==> src/rtl/sps_pkg.sv <==
// Shared constants and types of the two-wire serial port.
// Assumes an 8-bit register port with byte addresses and one system clock.
package sps_pkg;

    // Register byte addresses
    localparam logic [7:0] ADDR_CTRL_ONE = 8'h00;
    localparam logic [7:0] ADDR_CTRL_TWO = 8'h04;
    localparam logic [7:0] ADDR_STATUS = 8'h08;
    localparam logic [7:0] ADDR_BUFFER = 8'h0C;
    localparam logic [7:0] ADDR_BAUD = 8'h10;
    localparam logic [7:0] ADDR_OWN = 8'h14;
    localparam logic [7:0] ADDR_IRQ_STAT = 8'h18;
    localparam logic [7:0] ADDR_IRQ_CLR = 8'h1C;
    localparam logic [7:0] ADDR_IRQ_EN = 8'h20;

    // Field positions
    localparam int CTRL1_RELEASE_BIT = 4;
    localparam int CTRL1_OVF_BIT = 6;
    localparam int CTRL2_STRETCH_BIT = 0;
    localparam int CTRL2_RSTART_BIT = 1;
    localparam int CTRL2_MREL_BIT = 2;
    localparam int STAT_FULL_BIT = 0;
    localparam int STAT_DIR_BIT = 2;
    localparam int STAT_MBUSY_BIT = 3;
    localparam int IRQ_XFER_BIT = 0;
    localparam int IRQ_COLL_BIT = 1;

    // Reset values and counts
    localparam logic [6:0] BAUD_RST = 7'h04;
    localparam logic [6:0] OWN_ADDR_RST = 7'h2A;
    localparam logic [3:0] BITS_PER_BYTE = 4'h8;
    localparam logic [3:0] LAST_TX_BIT = 4'h7;

    typedef enum logic [2:0] {
        S_IDLE, S_ADDR, S_ADDR_ACK, S_RX, S_RX_ACK, S_TX, S_TX_ACK
    } sps_slave_t;

    typedef enum logic [2:0] {
        M_IDLE, M_REL, M_CNT1, M_SCLHI, M_CNT2, M_CNT3
    } sps_mst_t;

endpackage : sps_pkg

==> src/rtl/sps_sync.sv <==
// Two-stage synchroniser for one pin level.
// Assumes the input is asynchronous to clk; output is the second stage only.
`timescale 1ns/10ps
module sps_sync #(
    parameter logic RST_VAL = 1'b1
) (
    input wire logic clk,
    input wire logic sys_rst,
    input wire logic din,
    output logic dout
);
    logic meta_r;

    always_ff @(posedge clk) begin
        if (sys_rst) begin
            meta_r <= RST_VAL;
            dout <= RST_VAL;
        end else begin
            meta_r <= din;
            dout <= meta_r;
        end
    end
endmodule : sps_sync

==> src/rtl/sps_baud_cnt.sv <==
// Baud down-counter: loads a reload value, counts to zero, pulses on expiry.
// Assumes load is a one-cycle pulse from the same clock domain.
`timescale 1ns/10ps
module sps_baud_cnt #(
    parameter int WIDTH = 7
) (
    input wire logic clk,
    input wire logic sys_rst,
    input wire logic load,
    input wire logic [WIDTH-1:0] reload,
    output logic expired
);
    logic [WIDTH-1:0] cnt_r;
    logic run_r;

    always_ff @(posedge clk) begin
        if (sys_rst) begin
            cnt_r <= '0;
            run_r <= 1'b0;
            expired <= 1'b0;
        end else begin
            expired <= 1'b0;
            if (load) begin
                cnt_r <= reload;
                run_r <= 1'b1;
            end else if (run_r) begin
                if (cnt_r == '0) begin
                    run_r <= 1'b0;
                    expired <= 1'b1;
                end else begin
                    cnt_r <= cnt_r - 1'b1;
                end
            end
        end
    end
endmodule : sps_baud_cnt

==> src/rtl/sps_serial_port.sv <==
// Two-wire serial port: slave receive/transmit after address match,
// and master repeated start with bus collision detection.
// Assumes open-drain pins resolved outside; oe high means pull low.
// Behaviour
// - Write-direction address match clears direction, buffers address, acknowledges.
// - Buffer full or overflow set at address byte: no acknowledge.
// - Every transferred byte raises transfer interrupt; software clears it.
// - Stretch enabled: hold SCL after each received byte until release bit set.
// - Read-direction match sets direction, buffers address, acks, always holds SCL.
// - Buffer write loads shift register; SCL held until release bit set.
// - Transmit bits shift out on SCL falling edges.
// - Master acknowledge latched on ninth rising edge; low means continue.
// - High acknowledge ends transfer; slave waits for new start.
// - Transmit interrupt flag set on ninth falling edge.
// - Repeated start: after SDA high, count baud, release SCL, sample SDA.
// - SDA low when SCL sampled high flags collision.
// - SDA high reloads counter; SDA falling meanwhile is no collision.
// - SCL falling before expiry, SDA not yet driven, flags collision.
// - SCL still high at expiry: drive SDA low, reload counter; SDA level is not checked.
// - Second expiry drives SCL low unconditionally, completing repeated start.
`timescale 1ns/10ps
module sps_serial_port #(
    parameter int BAUD_W = 7
) (
    input wire logic clk,
    input wire logic sys_rst,
    input wire logic [7:0] reg_addr,
    input wire logic [7:0] reg_wdata,
    input wire logic reg_wr,
    input wire logic reg_rd,
    output logic [7:0] reg_rdata,
    input wire logic scl_in,
    input wire logic sda_in,
    output logic scl_out,
    output logic scl_oe,
    output logic sda_out,
    output logic sda_oe,
    output logic irq
);
    logic scl_s, sda_s, scl_d_r, sda_d_r;
    logic scl_rise, scl_fall, start_det, stop_det;
    sps_pkg::sps_slave_t st_r;
    sps_pkg::sps_mst_t mst_r;
    logic [7:0] shift_reg_r, xfer_buffer_r;
    logic [3:0] bitcnt_r;
    logic slave_sda_r, nack_r, dir_r, buffer_full_flag_r, rx_overflow_flag_r;
    logic clock_release_bit_r, stretch_enable_r, m_scl_r, m_sda_r;
    logic [BAUD_W-1:0] baud_reload_value_r;
    logic [6:0] own_addr_r;
    logic [1:0] irq_stat_r, irq_en_r;
    logic addr_end, addr_hit, ev_addr_ack, ev_rx_end, ev_rx_ok, ev_hold;
    logic ev_tx_irq, ev_coll, buf_wr, buf_rd, tx_load, ctrl1_wr, ctrl2_wr;
    logic rstart_go, b_load, b_done;
    logic [1:0] irq_set, irq_clr;
    logic [7:0] rd_val;

    sps_sync u_scl_sync (.clk(clk), .sys_rst(sys_rst), .din(scl_in), .dout(scl_s));
    sps_sync u_sda_sync (.clk(clk), .sys_rst(sys_rst), .din(sda_in), .dout(sda_s));

    sps_baud_cnt #(.WIDTH(BAUD_W)) u_baud_counter (
        .clk(clk),
        .sys_rst(sys_rst),
        .load(b_load),
        .reload(baud_reload_value_r),
        .expired(b_done)
    );

    always_ff @(posedge clk) begin
        if (sys_rst) begin
            scl_d_r <= 1'b1;
            sda_d_r <= 1'b1;
        end else begin
            scl_d_r <= scl_s;
            sda_d_r <= sda_s;
        end
    end

    assign scl_rise = scl_s & ~scl_d_r;
    assign scl_fall = ~scl_s & scl_d_r;
    assign start_det = scl_s & scl_d_r & sda_d_r & ~sda_s;
    assign stop_det = scl_s & scl_d_r & ~sda_d_r & sda_s;

    // Register strobes
    assign buf_wr = reg_wr && reg_addr == sps_pkg::ADDR_BUFFER;
    assign buf_rd = reg_rd && reg_addr == sps_pkg::ADDR_BUFFER;
    assign ctrl1_wr = reg_wr && reg_addr == sps_pkg::ADDR_CTRL_ONE;
    assign ctrl2_wr = reg_wr && reg_addr == sps_pkg::ADDR_CTRL_TWO;
    // Only while the clock is held, so a late write cannot corrupt a byte
    assign tx_load = buf_wr && st_r == sps_pkg::S_TX && !clock_release_bit_r;

    // Slave events
    assign addr_end = st_r == sps_pkg::S_ADDR && scl_fall && bitcnt_r == sps_pkg::BITS_PER_BYTE;
    assign addr_hit = shift_reg_r[7:1] == own_addr_r;
    assign ev_addr_ack = addr_end && addr_hit && !(buffer_full_flag_r || rx_overflow_flag_r);
    assign ev_rx_end = st_r == sps_pkg::S_RX && scl_fall && bitcnt_r == sps_pkg::BITS_PER_BYTE;
    assign ev_rx_ok = ev_rx_end && !buffer_full_flag_r;
    assign ev_tx_irq = st_r == sps_pkg::S_TX_ACK && scl_fall;
    assign ev_hold = (st_r == sps_pkg::S_ADDR_ACK && scl_fall && dir_r)
        || (st_r == sps_pkg::S_RX_ACK && scl_fall && stretch_enable_r)
        || (ev_tx_irq && !nack_r);

    // Slave byte engine
    always_ff @(posedge clk) begin
        if (sys_rst) begin
            st_r <= sps_pkg::S_IDLE;
            shift_reg_r <= 8'h00;
            xfer_buffer_r <= 8'h00;
            bitcnt_r <= 4'h0;
            slave_sda_r <= 1'b0;
            nack_r <= 1'b0;
            dir_r <= 1'b0;
        end else if (start_det) begin
            st_r <= sps_pkg::S_ADDR;
            bitcnt_r <= 4'h0;
            slave_sda_r <= 1'b0;
        end else if (stop_det) begin
            st_r <= sps_pkg::S_IDLE;
            slave_sda_r <= 1'b0;
        end else begin
            case (st_r)
                sps_pkg::S_ADDR, sps_pkg::S_RX: begin
                    if (scl_rise && bitcnt_r < sps_pkg::BITS_PER_BYTE) begin
                        shift_reg_r <= {shift_reg_r[6:0], sda_s};
                        bitcnt_r <= bitcnt_r + 4'h1;
                    end
                    if (ev_addr_ack) begin
                        xfer_buffer_r <= shift_reg_r;
                        dir_r <= shift_reg_r[0];
                        slave_sda_r <= 1'b1;
                        st_r <= sps_pkg::S_ADDR_ACK;
                    end else if (addr_end) begin
                        st_r <= sps_pkg::S_IDLE;
                    end else if (ev_rx_end) begin
                        bitcnt_r <= 4'h0;
                        st_r <= sps_pkg::S_RX_ACK;
                        if (ev_rx_ok) begin
                            xfer_buffer_r <= shift_reg_r;
                            slave_sda_r <= 1'b1;
                        end
                    end
                end
                sps_pkg::S_ADDR_ACK: begin
                    if (scl_fall) begin
                        slave_sda_r <= 1'b0;
                        bitcnt_r <= 4'h0;
                        st_r <= dir_r ? sps_pkg::S_TX : sps_pkg::S_RX;
                    end
                end
                sps_pkg::S_RX_ACK: begin
                    if (scl_fall) begin
                        slave_sda_r <= 1'b0;
                        st_r <= sps_pkg::S_RX;
                    end
                end
                sps_pkg::S_TX: begin
                    if (tx_load) begin
                        shift_reg_r <= reg_wdata;
                        xfer_buffer_r <= reg_wdata;
                        slave_sda_r <= ~reg_wdata[7];
                        bitcnt_r <= 4'h0;
                    end else if (scl_fall) begin
                        if (bitcnt_r == sps_pkg::LAST_TX_BIT) begin
                            slave_sda_r <= 1'b0;
                            nack_r <= 1'b0;
                            st_r <= sps_pkg::S_TX_ACK;
                        end else begin
                            shift_reg_r <= {shift_reg_r[6:0], 1'b0};
                            slave_sda_r <= ~shift_reg_r[6];
                            bitcnt_r <= bitcnt_r + 4'h1;
                        end
                    end
                end
                sps_pkg::S_TX_ACK: begin
                    if (scl_rise) begin
                        nack_r <= sda_s;
                    end
                    if (scl_fall) begin
                        bitcnt_r <= 4'h0;
                        st_r <= nack_r ? sps_pkg::S_IDLE : sps_pkg::S_TX;
                    end
                end
                default: begin
                    st_r <= sps_pkg::S_IDLE;
                end
            endcase
        end
    end

    // Buffer full: hardware set wins over the read that clears it
    always_ff @(posedge clk) begin
        if (sys_rst) begin
            buffer_full_flag_r <= 1'b0;
        end else if (ev_addr_ack || ev_rx_ok) begin
            buffer_full_flag_r <= 1'b1;
        end else if (buf_rd) begin
            buffer_full_flag_r <= 1'b0;
        end
    end

    always_ff @(posedge clk) begin
        if (sys_rst) begin
            rx_overflow_flag_r <= 1'b0;
        end else if (ev_rx_end && buffer_full_flag_r) begin
            rx_overflow_flag_r <= 1'b1;
        end else if (ctrl1_wr) begin
            rx_overflow_flag_r <= reg_wdata[sps_pkg::CTRL1_OVF_BIT];
        end
    end

    // Hardware hold wins so a stretch is never skipped
    always_ff @(posedge clk) begin
        if (sys_rst) begin
            clock_release_bit_r <= 1'b1;
        end else if (ev_hold) begin
            clock_release_bit_r <= 1'b0;
        end else if (ctrl1_wr) begin
            clock_release_bit_r <= reg_wdata[sps_pkg::CTRL1_RELEASE_BIT];
        end
    end

    always_ff @(posedge clk) begin
        if (sys_rst) begin
            stretch_enable_r <= 1'b0;
            baud_reload_value_r <= sps_pkg::BAUD_RST;
            own_addr_r <= sps_pkg::OWN_ADDR_RST;
            irq_en_r <= 2'h0;
        end else begin
            if (ctrl2_wr) begin
                stretch_enable_r <= reg_wdata[sps_pkg::CTRL2_STRETCH_BIT];
            end
            if (reg_wr && reg_addr == sps_pkg::ADDR_BAUD) begin
                baud_reload_value_r <= reg_wdata[BAUD_W-1:0];
            end
            if (reg_wr && reg_addr == sps_pkg::ADDR_OWN) begin
                own_addr_r <= reg_wdata[6:0];
            end
            if (reg_wr && reg_addr == sps_pkg::ADDR_IRQ_EN) begin
                irq_en_r <= reg_wdata[1:0];
            end
        end
    end

    // Master repeated start
    assign rstart_go = ctrl2_wr && reg_wdata[sps_pkg::CTRL2_RSTART_BIT] && mst_r == sps_pkg::M_IDLE;
    assign ev_coll = (mst_r == sps_pkg::M_SCLHI && scl_s && !sda_s)
        || (mst_r == sps_pkg::M_CNT2 && !scl_s);
    assign b_load = (mst_r == sps_pkg::M_REL && sda_s)
        || (mst_r == sps_pkg::M_SCLHI && scl_s && sda_s)
        || (mst_r == sps_pkg::M_CNT2 && scl_s && b_done);

    always_ff @(posedge clk) begin
        if (sys_rst) begin
            mst_r <= sps_pkg::M_IDLE;
            m_scl_r <= 1'b0;
            m_sda_r <= 1'b0;
        end else if (ev_coll) begin
            mst_r <= sps_pkg::M_IDLE;
            m_scl_r <= 1'b0;
            m_sda_r <= 1'b0;
        end else begin
            case (mst_r)
                sps_pkg::M_IDLE: begin
                    if (rstart_go) begin
                        m_scl_r <= 1'b1;
                        m_sda_r <= 1'b0;
                        mst_r <= sps_pkg::M_REL;
                    end else if (ctrl2_wr && reg_wdata[sps_pkg::CTRL2_MREL_BIT]) begin
                        m_scl_r <= 1'b0;
                        m_sda_r <= 1'b0;
                    end
                end
                sps_pkg::M_REL: begin
                    if (sda_s) begin
                        mst_r <= sps_pkg::M_CNT1;
                    end
                end
                sps_pkg::M_CNT1: begin
                    if (b_done) begin
                        m_scl_r <= 1'b0;
                        mst_r <= sps_pkg::M_SCLHI;
                    end
                end
                sps_pkg::M_SCLHI: begin
                    if (scl_s) begin
                        mst_r <= sps_pkg::M_CNT2;
                    end
                end
                sps_pkg::M_CNT2: begin
                    if (b_done) begin
                        m_sda_r <= 1'b1;
                        mst_r <= sps_pkg::M_CNT3;
                    end
                end
                sps_pkg::M_CNT3: begin
                    if (b_done) begin
                        m_scl_r <= 1'b1;
                        mst_r <= sps_pkg::M_IDLE;
                    end
                end
                default: begin
                    mst_r <= sps_pkg::M_IDLE;
                end
            endcase
        end
    end

    // Sticky interrupt status; a set in the clearing cycle survives
    assign irq_set = {ev_coll, ev_addr_ack || ev_rx_end || ev_tx_irq};
    assign irq_clr = (reg_wr && reg_addr == sps_pkg::ADDR_IRQ_CLR) ? reg_wdata[1:0] : 2'h0;

    always_ff @(posedge clk) begin
        if (sys_rst) begin
            irq_stat_r <= 2'h0;
        end else begin
            irq_stat_r <= (irq_stat_r & ~irq_clr) | irq_set;
        end
    end

    always_comb begin
        rd_val = 8'h00;
        if (reg_addr == sps_pkg::ADDR_CTRL_ONE) begin
            rd_val[sps_pkg::CTRL1_RELEASE_BIT] = clock_release_bit_r;
            rd_val[sps_pkg::CTRL1_OVF_BIT] = rx_overflow_flag_r;
        end else if (reg_addr == sps_pkg::ADDR_CTRL_TWO) begin
            rd_val[sps_pkg::CTRL2_STRETCH_BIT] = stretch_enable_r;
        end else if (reg_addr == sps_pkg::ADDR_STATUS) begin
            rd_val[sps_pkg::STAT_FULL_BIT] = buffer_full_flag_r;
            rd_val[sps_pkg::STAT_DIR_BIT] = dir_r;
            rd_val[sps_pkg::STAT_MBUSY_BIT] = mst_r != sps_pkg::M_IDLE;
        end else if (reg_addr == sps_pkg::ADDR_BUFFER) begin
            rd_val = xfer_buffer_r;
        end else if (reg_addr == sps_pkg::ADDR_BAUD) begin
            rd_val[BAUD_W-1:0] = baud_reload_value_r;
        end else if (reg_addr == sps_pkg::ADDR_OWN) begin
            rd_val[6:0] = own_addr_r;
        end else if (reg_addr == sps_pkg::ADDR_IRQ_STAT) begin
            rd_val[1:0] = irq_stat_r;
        end else if (reg_addr == sps_pkg::ADDR_IRQ_EN) begin
            rd_val[1:0] = irq_en_r;
        end
    end

    always_ff @(posedge clk) begin
        if (sys_rst) begin
            reg_rdata <= 8'h00;
            irq <= 1'b0;
            scl_oe <= 1'b0;
            sda_oe <= 1'b0;
            scl_out <= 1'b0;
            sda_out <= 1'b0;
        end else begin
            reg_rdata <= reg_rd ? rd_val : 8'h00;
            irq <= |(irq_stat_r & irq_en_r);
            scl_oe <= ~clock_release_bit_r | m_scl_r;
            sda_oe <= slave_sda_r | m_sda_r;
            scl_out <= 1'b0;
            sda_out <= 1'b0;
        end
    end

    property p_addr_ack;
        @(posedge clk) disable iff (sys_rst)
        (addr_end && addr_hit && !buffer_full_flag_r && !rx_overflow_flag_r && !shift_reg_r[0])
        |=> (slave_sda_r && !dir_r) ##1 sda_oe;
    endproperty
    a_addr_ack: assert property (p_addr_ack) else $error("address ack missing");

    property p_no_ack_ovf;
        @(posedge clk) disable iff (sys_rst)
        (addr_end && (buffer_full_flag_r || rx_overflow_flag_r)) |=> !slave_sda_r;
    endproperty
    a_no_ack_ovf: assert property (p_no_ack_ovf) else $error("ack given on overflow");

    property p_rx_irq;
        @(posedge clk) disable iff (sys_rst)
        ev_rx_end |=> irq_stat_r[sps_pkg::IRQ_XFER_BIT];
    endproperty
    a_rx_irq: assert property (p_rx_irq) else $error("byte interrupt not set");

    property p_rx_stretch;
        @(posedge clk) disable iff (sys_rst)
        (st_r == sps_pkg::S_RX_ACK && scl_fall && stretch_enable_r && !start_det && !stop_det)
        |=> !clock_release_bit_r ##1 scl_oe;
    endproperty
    a_rx_stretch: assert property (p_rx_stretch) else $error("no stretch after rx");

    property p_tx_hold;
        @(posedge clk) disable iff (sys_rst)
        (st_r == sps_pkg::S_ADDR_ACK && scl_fall && dir_r && !start_det && !stop_det)
        |=> (st_r == sps_pkg::S_TX && !clock_release_bit_r);
    endproperty
    a_tx_hold: assert property (p_tx_hold) else $error("read address not held");

    property p_tx_load;
        @(posedge clk) disable iff (sys_rst)
        (tx_load && !start_det && !stop_det) |=> shift_reg_r == $past(reg_wdata);
    endproperty
    a_tx_load: assert property (p_tx_load) else $error("shift register not loaded");

    property p_nack_end;
        @(posedge clk) disable iff (sys_rst)
        (ev_tx_irq && nack_r && !start_det && !stop_det)
        |=> st_r == sps_pkg::S_IDLE && irq_stat_r[sps_pkg::IRQ_XFER_BIT];
    endproperty
    a_nack_end: assert property (p_nack_end) else $error("nack did not end transfer");

    property p_coll_sda;
        @(posedge clk) disable iff (sys_rst)
        (mst_r == sps_pkg::M_SCLHI && scl_s && !sda_s)
        |=> (irq_stat_r[sps_pkg::IRQ_COLL_BIT] && mst_r == sps_pkg::M_IDLE);
    endproperty
    a_coll_sda: assert property (p_coll_sda) else $error("collision on sda missed");

    property p_coll_scl;
        @(posedge clk) disable iff (sys_rst)
        (mst_r == sps_pkg::M_CNT2 && !scl_s) |=> ##1 (!scl_oe && !sda_oe) || irq_stat_r[1];
    endproperty
    a_coll_scl: assert property (p_coll_scl) else $error("early scl fall missed");

    property p_rs_done;
        @(posedge clk) disable iff (sys_rst)
        (mst_r == sps_pkg::M_CNT3 && b_done) |=> ##1 scl_oe;
    endproperty
    a_rs_done: assert property (p_rs_done) else $error("scl not driven at end");

endmodule : sps_serial_port

==> config.mk <==
export PLATFORM = sky130hd
export DESIGN_NAME = sps_serial_port
export DESIGN_NICKNAME = d
export VERILOG_FILES = /design/src/rtl/sps_pkg.sv /design/src/rtl/sps_sync.sv /design/src/rtl/sps_baud_cnt.sv /design/src/rtl/sps_serial_port.sv
export SDC_FILE = /design/constraint.sdc
export NUM_CORES = 1
export LEC_CHECK = 0
export CAP_MARGIN = 20
export CORE_MARGIN = 2
export CORE_UTILIZATION = 50
export DETAILED_ROUTE_END_ITERATION = 6
export DONT_BUFFER_PORTS = 1
export PLACE_DENSITY = 0.66
export SYNTH_ARGS = -nofsm -noshare
export SYNTH_HDL_FRONTEND = slang
export SYNTH_SLANG_ARGS = --single-unit
==> constraint.sdc <==
create_clock -name clk -period 2.72 [get_ports clk]
set_clock_uncertainty 0.15 [all_clocks]
set_input_delay 0.544 -clock clk [delete_from_list [all_inputs] [get_ports clk]]
set_output_delay 0.544 -clock clk [all_outputs]
set_load 0.05 [all_outputs]
==> summary.txt, run 1 <==
# rows: 33
H-tree levels: 3
Routed Antenna Nets: 0
Reg2reg start: u_scl_sync.dout$_SDFF_PP1_
Max Root-Sink Buffers: 2
Final Hold Viols: 0
Fill cell count: 782
CTS root buf: clkbuf_8
DR vias: 3812
Die Wd: 97.1 um
Critical path class: reg2reg
DRC viols: 0
I/O pin cnt: 35
Resized Gates After CTS: 0
Rel. slew slack: 60.7%
Pre-CTS setup slack: 0.311 ns
R2R cell count: 6
FMAX: 0.420 GHz
Ant. Diodes: 0
Starting density of the core: 52.2%
WL/cell: 18.1 um
Slowest-stage cell, CP: dfxtp_1
Final Critical Period: 2.38 ns
Worst Hold Endpoint: nack_r$_SDFFE_PP0P_
Peak supply drop: 246 uV
Number of global-route vias before repair: 3721
NumNets Final: 533
Worst setup margin: 0.341 ns
R2R Path End: shift_reg_r[6]$_SDFFE_PP0P_
Pin count of the biggest net entering global routing: 75
Worst EP required: 2.84 ns
WL final: 11200 um
CP startpoint kind: flop
CTS Sinks: 79
Leakage: 1.70 nW
Total setup buffers inserted after CTS: 0
Initial antenna violation count: 0
Gp weighted congestion: 0.963
Fin crit share: 87.5%
Post-Synthesis Cells: 516
Layout cells sized above 1: 11.9%
Crit path DAT: 2.50 ns
Synth warn: 0
First-pass GRT wire length: 18700 um
GRT Residual Overflow: 0
RSZ-0062 raised after global routing: no
Detailed placement HPWL: 7940 um
IO buf count: 0
Hold_sp: sys_rst
Main synth FF type: dfxtp_1
Crit path capture type: flop
Worst R2R Setup Slack: 0.34 ns
Mapped Area: 4340 sq um
PwrDens: 521 nW/um^2
Vias per cell: 6.18
Synth async-reset ratio: 0%
Status: completed
Die area: 9430 sq um
Maxcap violations: 0
Worst-Margin Slew: 0.589 ns
GRT Total Usage: 24.2%
Setup Viol. Count Final: 0
Iteration-0 DRC Markers: 267
Slowest stage delay, CP: 0.64 ns
Die H: 97.1 um
Area Growth Syn to Fin: 7.76%
Number of synthesized flops with an enable pin: 0
Total CTS buffers: 9
Count of final max-slew check failures: 0
Post-synth cell types: 78
CTS Hold Bufs: 0
Latest clock arrival within the worst-skew pair: 0.36 ns
WHS Path Cells: 1
Critical path cell sequence: nor3b_1, a21oi_1, a211oi_4, buf_4, nor2_1, a211oi_1
Pre-Repair DR Iteration Count: 5
Synth Register Bits: 79
Syn avg cell area: 8.40 sq um
CTS tree: built
CP Max Fanout: 14
Reg clk slew, reported paths: 0.09 ns
Sequential-to-total area share from yosys stat: 36.5%
CORE AREA: 8300 sq um
Setup TNS: 0 ns
HP Class: in2reg
## per-layer routing
metal	global-route usage (%)	share of wire (%)
met5	0	0
met2	38.7	46
met3	5.11	5.4
met1	31.4	45
met4	10.9	3.6
## how the worst max path moves through the flow
stage | from | endpoint | slack [ns]
after CTS | u_scl_sync.dout$_SDFF_PP1_ | shift_reg_r[6]$_SDFFE_PP0P_ | 0.35
after global routing | u_scl_sync.dout$_SDFF_PP1_ | shift_reg_r[6]$_SDFFE_PP0P_ | 0.15
after global placement | reg_addr[4] | st_r[0]$_SDFFE_PP0P_ | 0.33
after floorplan | reg_addr[2] | st_r[0]$_SDFFE_PP0P_ | 0.47
after detailed placement | reg_addr[4] | st_r[0]$_SDFFE_PP0P_ | 0.31
final | u_scl_sync.dout$_SDFF_PP1_ | shift_reg_r[6]$_SDFFE_PP0P_ | 0.34
## state kept, by name, summed over array words and instances, names as in the netlist, 2 cells and up
signal	count
reg_rdata	8
baud_reload_value_r	7
xfer_buffer_r	8
bitcnt_r	4
irq_en_r	2
mst_r	3
own_addr_r	7
shift_reg_r	8
irq_stat_r	2
u_baud_counter.cnt_r	7
st_r	3
## synth_stat cells, types with 3 or more instances
master,number,area (sq um)
buf_2,5,25.0
o21ai_0,11,55.1
clkbuf_1,22,82.6
xnor2_1,12,105
nand3_1,17,85.1
nand2_1,62,233
a31o_2,3,26.3
a211o_1,3,26.3
nor2_1,45,169
nand3b_1,5,37.5
mux2_2,8,90.1
inv_1,13,48.8
nand2b_1,5,31.3
dfxtp_1,79,1580
a21oi_1,41,205
nand4_1,9,56.3
and3_1,4,25.0
or2_2,9,56.3
a222oi_1,3,30.0
nor4_1,4,25.0
nor3b_1,3,22.5
buf_1,3,11.3
a31oi_1,9,56.3
nor3_1,8,40.0
and3b_1,4,35.0
ha_1,4,50.1
or4_1,3,22.5
mux2i_1,21,210
a211oi_1,12,90.1
nor2b_1,17,106
a22oi_1,7,52.6
## layout by cell type (no fill, tap or decap), types with 11 or more instances in the layout
master / count
a211oi_1: 12
a21oi_1: 41
buf_4: 13
dfxtp_1: 79
inv_1: 13
mux2i_1: 21
nand2_1: 62
nand3_1: 17
nor2_1: 45
nor2b_1: 17
o21ai_0: 11
xnor2_1: 12
## report_power, final
| group | internal, mW | switching, mW | total, mW |
|---|---|---|---|
| clock network | 0.707 | 0.446 | 1.15 |
| registers | 1.16 | 0.0144 | 1.18 |
| logic | 0.0418 | 0.0598 | 0.102 |
| total | 1.91 | 0.520 | 2.43 |
## stage by stage
stage / area [sq um] / utilization (%) / power, mW / hold slack, ns / std cells
4_1_cts: 4670 / 56.3 / 2.44 / 0.0915 / 617
2_1_floorplan: 4340 / - / 1.30 / 0.239 / 517
3_5_place_dp: 4410 / 53.2 / 1.30 / 0.244 / 601
6_report: 4670 / 56.3 / 2.43 / 0.0965 / 617
3_3_place_gp: 4410 / 53.2 / 1.30 / 0.243 / 601
5_1_grt: 4670 / 56.3 / 2.50 / 0.0869 / 617
## cells by family (layout without fill, tap and decap cells)
family,Yosys count,count (layout),synth area share [%]
simple gates,216,216,27.1
compound gates,128,128,21.1
flops,79,79,36.5
buf+inv,47,42,4.73
mux,29,29,6.93
xor+xnor,12,12,2.42
fa+ha+maj,4,4,1.15
other cells,1,2,0.0865
## final cells by class
| class | instances | area (sq um) | area share, % |
|---|---|---|---|
| multi-input combinational | 391 | 2550 | 54.6 |
| sequential | 79 | 1580 | 33.9 |
| clock buffer | 11 | 131 | 2.81 |
| tap | 105 | 131 | 2.81 |
| clock inverter | 5 | 129 | 2.76 |
| timing repair buffer | 13 | 97.6 | 2.09 |
| inverter | 13 | 48.8 | 1.04 |
## critical path, delay by kind of cell (launching register included)
family / cells / cell delay (ns)
AOI/OAI and AO/OA: 3 / 0.67
DFF: 1 / 0.64
and+or+nand+nor: 2 / 0.58
buffers and inverters: 1 / 0.24
No activity file was read; power rests on OpenSTA's default activity.
==> inputs of run 2 (changes only) <==
Settings changed: ABC_CLOCK_PERIOD_IN_PS set to 2720, RECOVER_POWER set to 50.
==> summary.txt, run 2 (synthesis gave the netlist of run 1 again) <==
WL/cell: 18.1 um
Total setup buffers inserted after CTS: 0
Worst-Margin Slew: 0.592 ns
CP startpoint kind: flop
PwrDens: 523 nW/um^2
FMAX: 0.416 GHz
Number of global-route vias before repair: 3721
Setup Viol. Count Final: 0
Initial antenna violation count: 0
I/O pin cnt: 35
First-pass GRT wire length: 18700 um
WL met3: 655 um
Reg clk slew, reported paths: 0.09 ns
Peak supply drop: 246 uV
CTS root buf: clkbuf_8
Critical path class: reg2reg
DR vias: 3849
Leakage: 1.68 nW
# rows: 33
Setup TNS: 0 ns
Post-route design area: 4650 sq um
Placed Area: 4410 sq um
Resized Gates After CTS: 0
Status: completed
Latest clock arrival within the worst-skew pair: 0.36 ns
Routed Antenna Nets: 0
Crit path capture type: flop
Rel. slew slack: 60.5%
IO buf count: 0
Top flop regs: reg_rdata: 8 flops, shift_reg_r: 8 flops, xfer_buffer_r: 8 flops
DRC viols: 0
R2R cell count: 7
Max layer used: met4
HP Class: in2reg
Die H: 97.1 um
Starting density of the core: 52.2%
NumNets Final: 533
GRT Total Usage: 24.2%
Met2 wire length: 5240 um
Total CTS buffers: 9
Ant. Diodes: 0
Vias per cell: 6.24
Final Hold Viols: 0
Max Root-Sink Buffers: 2
Crit path DAT: 2.53 ns
Gp weighted congestion: 0.963
Pin count of the biggest net entering global routing: 75
CTS tree: built
Area Growth Syn to Fin: 7.16%
Total power draw: 2.43 mW
Hold_ws: 0.0958 ns
Iteration-0 DRC Markers: 264
Commonest non-fill, non-tap cell in the layout: dfxtp_1
WL met1: 4890 um
H-tree levels: 3
CTS Sinks: 79
Count of final max-slew check failures: 0
Maxcap violations: 0
CTS Hold Bufs: 0
CP Max Fanout: 15
Layout cells sized above 1: 10.7%
WL final: 11200 um
Pre-Repair DR Iteration Count: 5
RSZ-0062 raised after global routing: no
Fin crit share: 88.4%
GRT Residual Overflow: 0
Detailed placement HPWL: 7940 um
Die Wd: 97.1 um
Final Critical Period: 2.41 ns
Most frequent cells in the layout: 79 x dfxtp_1, 62 x nand2_1, 45 x nor2_1, 41 x a21oi_1, 21 x mux2i_1
Die area: 9430 sq um
Worst EP required: 2.84 ns
CORE AREA: 8300 sq um
WHS Path Cells: 1
==> run 2: changes by cell type in the layout (fill, tap and decap cells not counted), sizes merged <==
cell    delta
clkbuf     +4
buf        -4
==> run 2: stage by stage <==
step / std cells / setup WS [ns] / util [%]
floorplan: 517 / 0.475 / -
global placement: 601 / 0.335 / 53.2
detailed placement: 601 / 0.311 / 53.2
CTS: 617 / 0.352 / 56.3
global route: 617 / 0.0988 / 56.0
finish: 617 / 0.314 / 56.0
==> run 2: cell type report <==
class	count	area (sq um)
Sequential cell	79	1580
Fill cell	789	3650
Clock inverter	5	129
Tap cell	105	131
Multi-Input combinational cell	391	2540
Clock buffer	11	131
Inverter	13	48.8
Timing Repair Buffer	13	82.6
==> run 2: critical path, cell delays in order (launching register included) <==
cell and delay, ns:
dfxtp_1 0.41, clkbuf_1 0.49, nor2b_1 0.32, a21oi_1 0.14
a211oi_4 0.27, buf_4 0.24, nor2_1 0.07, a211oi_1 0.22
==> run 2: power breakdown <==
part,switching [mW],internal (mW),total [mW]
Combinational,0.0597,0.0402,0.0999
Clock,0.445,0.707,1.15
Sequential,0.0142,1.16,1.18
==> run 2: final timing paths <==
| check | slack, ns | end | from |
|---|---|---|---|
| max | 0.31 | shift_reg_r[6]$_SDFFE_PP0P_ | st_r[0]$_SDFFE_PP0P_ |
| min | 0.1 | nack_r$_SDFFE_PP0P_ | sys_rst |
| max reg2reg | 0.31 | shift_reg_r[6]$_SDFFE_PP0P_ | st_r[0]$_SDFFE_PP0P_ |
| min reg2reg | 0.26 | u_sda_sync.dout$_SDFF_PP1_ | u_sda_sync.meta_r$_SDFF_PP1_ |
==> run 2: per-layer routing <==
layer,up-vias,GRT usage [%]
met5,-,0
met4,0,10.9
met3,27,5.11
met2,125,38.7
met1,1832,31.4
li1,1865,-
==> inputs of run 3 (changes only) <==
Settings changed: HOLD_SLACK_MARGIN set to 0.12.
==> summary.txt, run 3 (synthesis gave the netlist of run 1 again) <==
WL final: 11500 um
I/O pin cnt: 35
Critical path class: reg2reg
Gp weighted congestion: 0.963
Most frequent cells in the layout: 79 x dfxtp_1, 62 x nand2_1, 45 x nor2_1, 41 x a21oi_1, 21 x mux2i_1
Total CTS buffers: 9
Final Hold Viols: 0
Top flop regs: reg_rdata: 8 flops, shift_reg_r: 8 flops, xfer_buffer_r: 8 flops
Iteration-0 DRC Markers: 248
Initial antenna violation count: 0
Placed cells: 601
CP startpoint kind: flop
IO buf count: 0
DRC viols: 0
Pin count of the biggest net entering global routing: 40
RSZ-0062 raised after global routing: no
Latest clock arrival within the worst-skew pair: 0.35 ns
WL/cell: 18.6 um
GRT Total Usage: 24.7%
Die H: 97.1 um
First-pass GRT wire length: 19000 um
Worst EP required: 2.84 ns
Layout cells sized above 1: 10.9%
Pre-Repair DR Iteration Count: 5
CTS tree: built
GRT Residual Overflow: 0
CP Max Fanout: 15
Hold_sp: sda_in
Die area: 9430 sq um
R2R Path End: shift_reg_r[6]$_SDFFE_PP0P_
CTS root buf: clkbuf_8
Setup TNS: 0 ns
Max Root-Sink Buffers: 2
Count of final max-slew check failures: 0
Rel. slew slack: 59.7%
Die Wd: 97.1 um
Fin crit share: 89.8%
Leakage: 1.69 nW
WHS Path Cells: 1
Peak supply drop: 245 uV
Fill cell count: 789
# rows: 33
CTS Sinks: 79
Worst-Margin Slew: 0.604 ns
Total power draw: 2.44 mW
HP Class: in2reg
H-tree levels: 3
Resized Gates After CTS: 0
DR vias: 3858
FMAX: 0.409 GHz
Reg2reg start: st_r[0]$_SDFFE_PP0P_
PwrDens: 522 nW/um^2
Setup Viol. Count Final: 0
Worst Hold Endpoint: u_sda_sync.meta_r$_SDFF_PP1_
Worst R2R Setup Slack: 0.28 ns
R2R cell count: 7
Crit path capture type: flop
Commonest non-fill, non-tap cell in the layout: dfxtp_1
Crit path DAT: 2.56 ns
Reg clk slew, reported paths: 0.08 ns
Starting density of the core: 52.2%
Number of global-route vias before repair: 3787
Total setup buffers inserted after CTS: 0
Vias per cell: 6.23
Final Critical Period: 2.44 ns
Detailed placement HPWL: 7940 um
Ant. Diodes: 0
Area Growth Syn to Fin: 7.85%
Post-route non-filler standard cell count: 619
CORE AREA: 8300 sq um
Status: completed
Routed Antenna Nets: 0
Maxcap violations: 0
NumNets Final: 535
run 3: changes by cell type in the layout (fill, tap and decap cells not counted), sizes merged:
cell and delta:
dlygate4sd3 +1, buf +1
run 3: area by class of cell:
class	count	area (sq um)	area share, %
timing repair buffer	15	113	2.41
clock inverter	5	129	2.76
tap	105	131	2.81
sequential	79	1580	33.8
multi-input combinational	391	2540	54.3
inverter	13	48.8	1.04
clock buffer	11	131	2.81
run 3: repair_timing:
action                     in CTS  in global routing
setup endpoints to repair       0                  0
hold buffers                    1                  1
hold endpoints to repair       39                  1
run 3: per-stage QoR:
step | utilization [%] | cell area (sq um) | worst slack, ns | hold slack (ns)
final | 56.3 | 4680 | 0.277 | 0.138
after global routing | 56.3 | 4680 | 0.0988 | 0.132
after CTS | 56.5 | 4690 | 0.352 | 0.125
after detailed placement | 53.2 | 4410 | 0.311 | 0.244
after global placement | 53.2 | 4410 | 0.335 | 0.243
after floorplan | - | 4340 | 0.475 | 0.239
run 3: how the worst max path moves through the flow:
stage | start | endpoint | slack, ns
after floorplan | reg_addr[2] | st_r[0]$_SDFFE_PP0P_ | 0.47
after global placement | reg_addr[4] | st_r[0]$_SDFFE_PP0P_ | 0.33
after detailed placement | reg_addr[4] | st_r[0]$_SDFFE_PP0P_ | 0.31
after CTS | u_scl_sync.dout$_SDFF_PP1_ | shift_reg_r[6]$_SDFFE_PP0P_ | 0.35
after global routing | st_r[0]$_SDFFE_PP0P_ | shift_reg_r[6]$_SDFFE_PP0P_ | 0.1
final | st_r[0]$_SDFFE_PP0P_ | shift_reg_r[6]$_SDFFE_PP0P_ | 0.28
run 3: worst max-delay path: stages (launching register included):
cell,delay [ns]
dfxtp_1,0.41
clkbuf_1,0.50
nor2b_1,0.33
a21oi_1,0.15
a211oi_4,0.28
buf_4,0.25
nor2_1,0.07
a211oi_1,0.22
run 3: power by group:
group / leakage, nW / switching [mW] / total [mW] / internal (mW)
clock network: 0.128 / 0.441 / 1.15 / 0.707
logic: 0.925 / 0.0709 / 0.115 / 0.0443
registers: 0.638 / 0.0142 / 1.18 / 1.16
run 3: routing by layer:
layer,GRT usage [%],vias to the layer above,routed length (um)
li1,-,1861,-
met1,31.6,1844,5110
met2,39.5,125,5350
met3,5.32,28,660
met4,12.1,0,371
met5,0,-,0
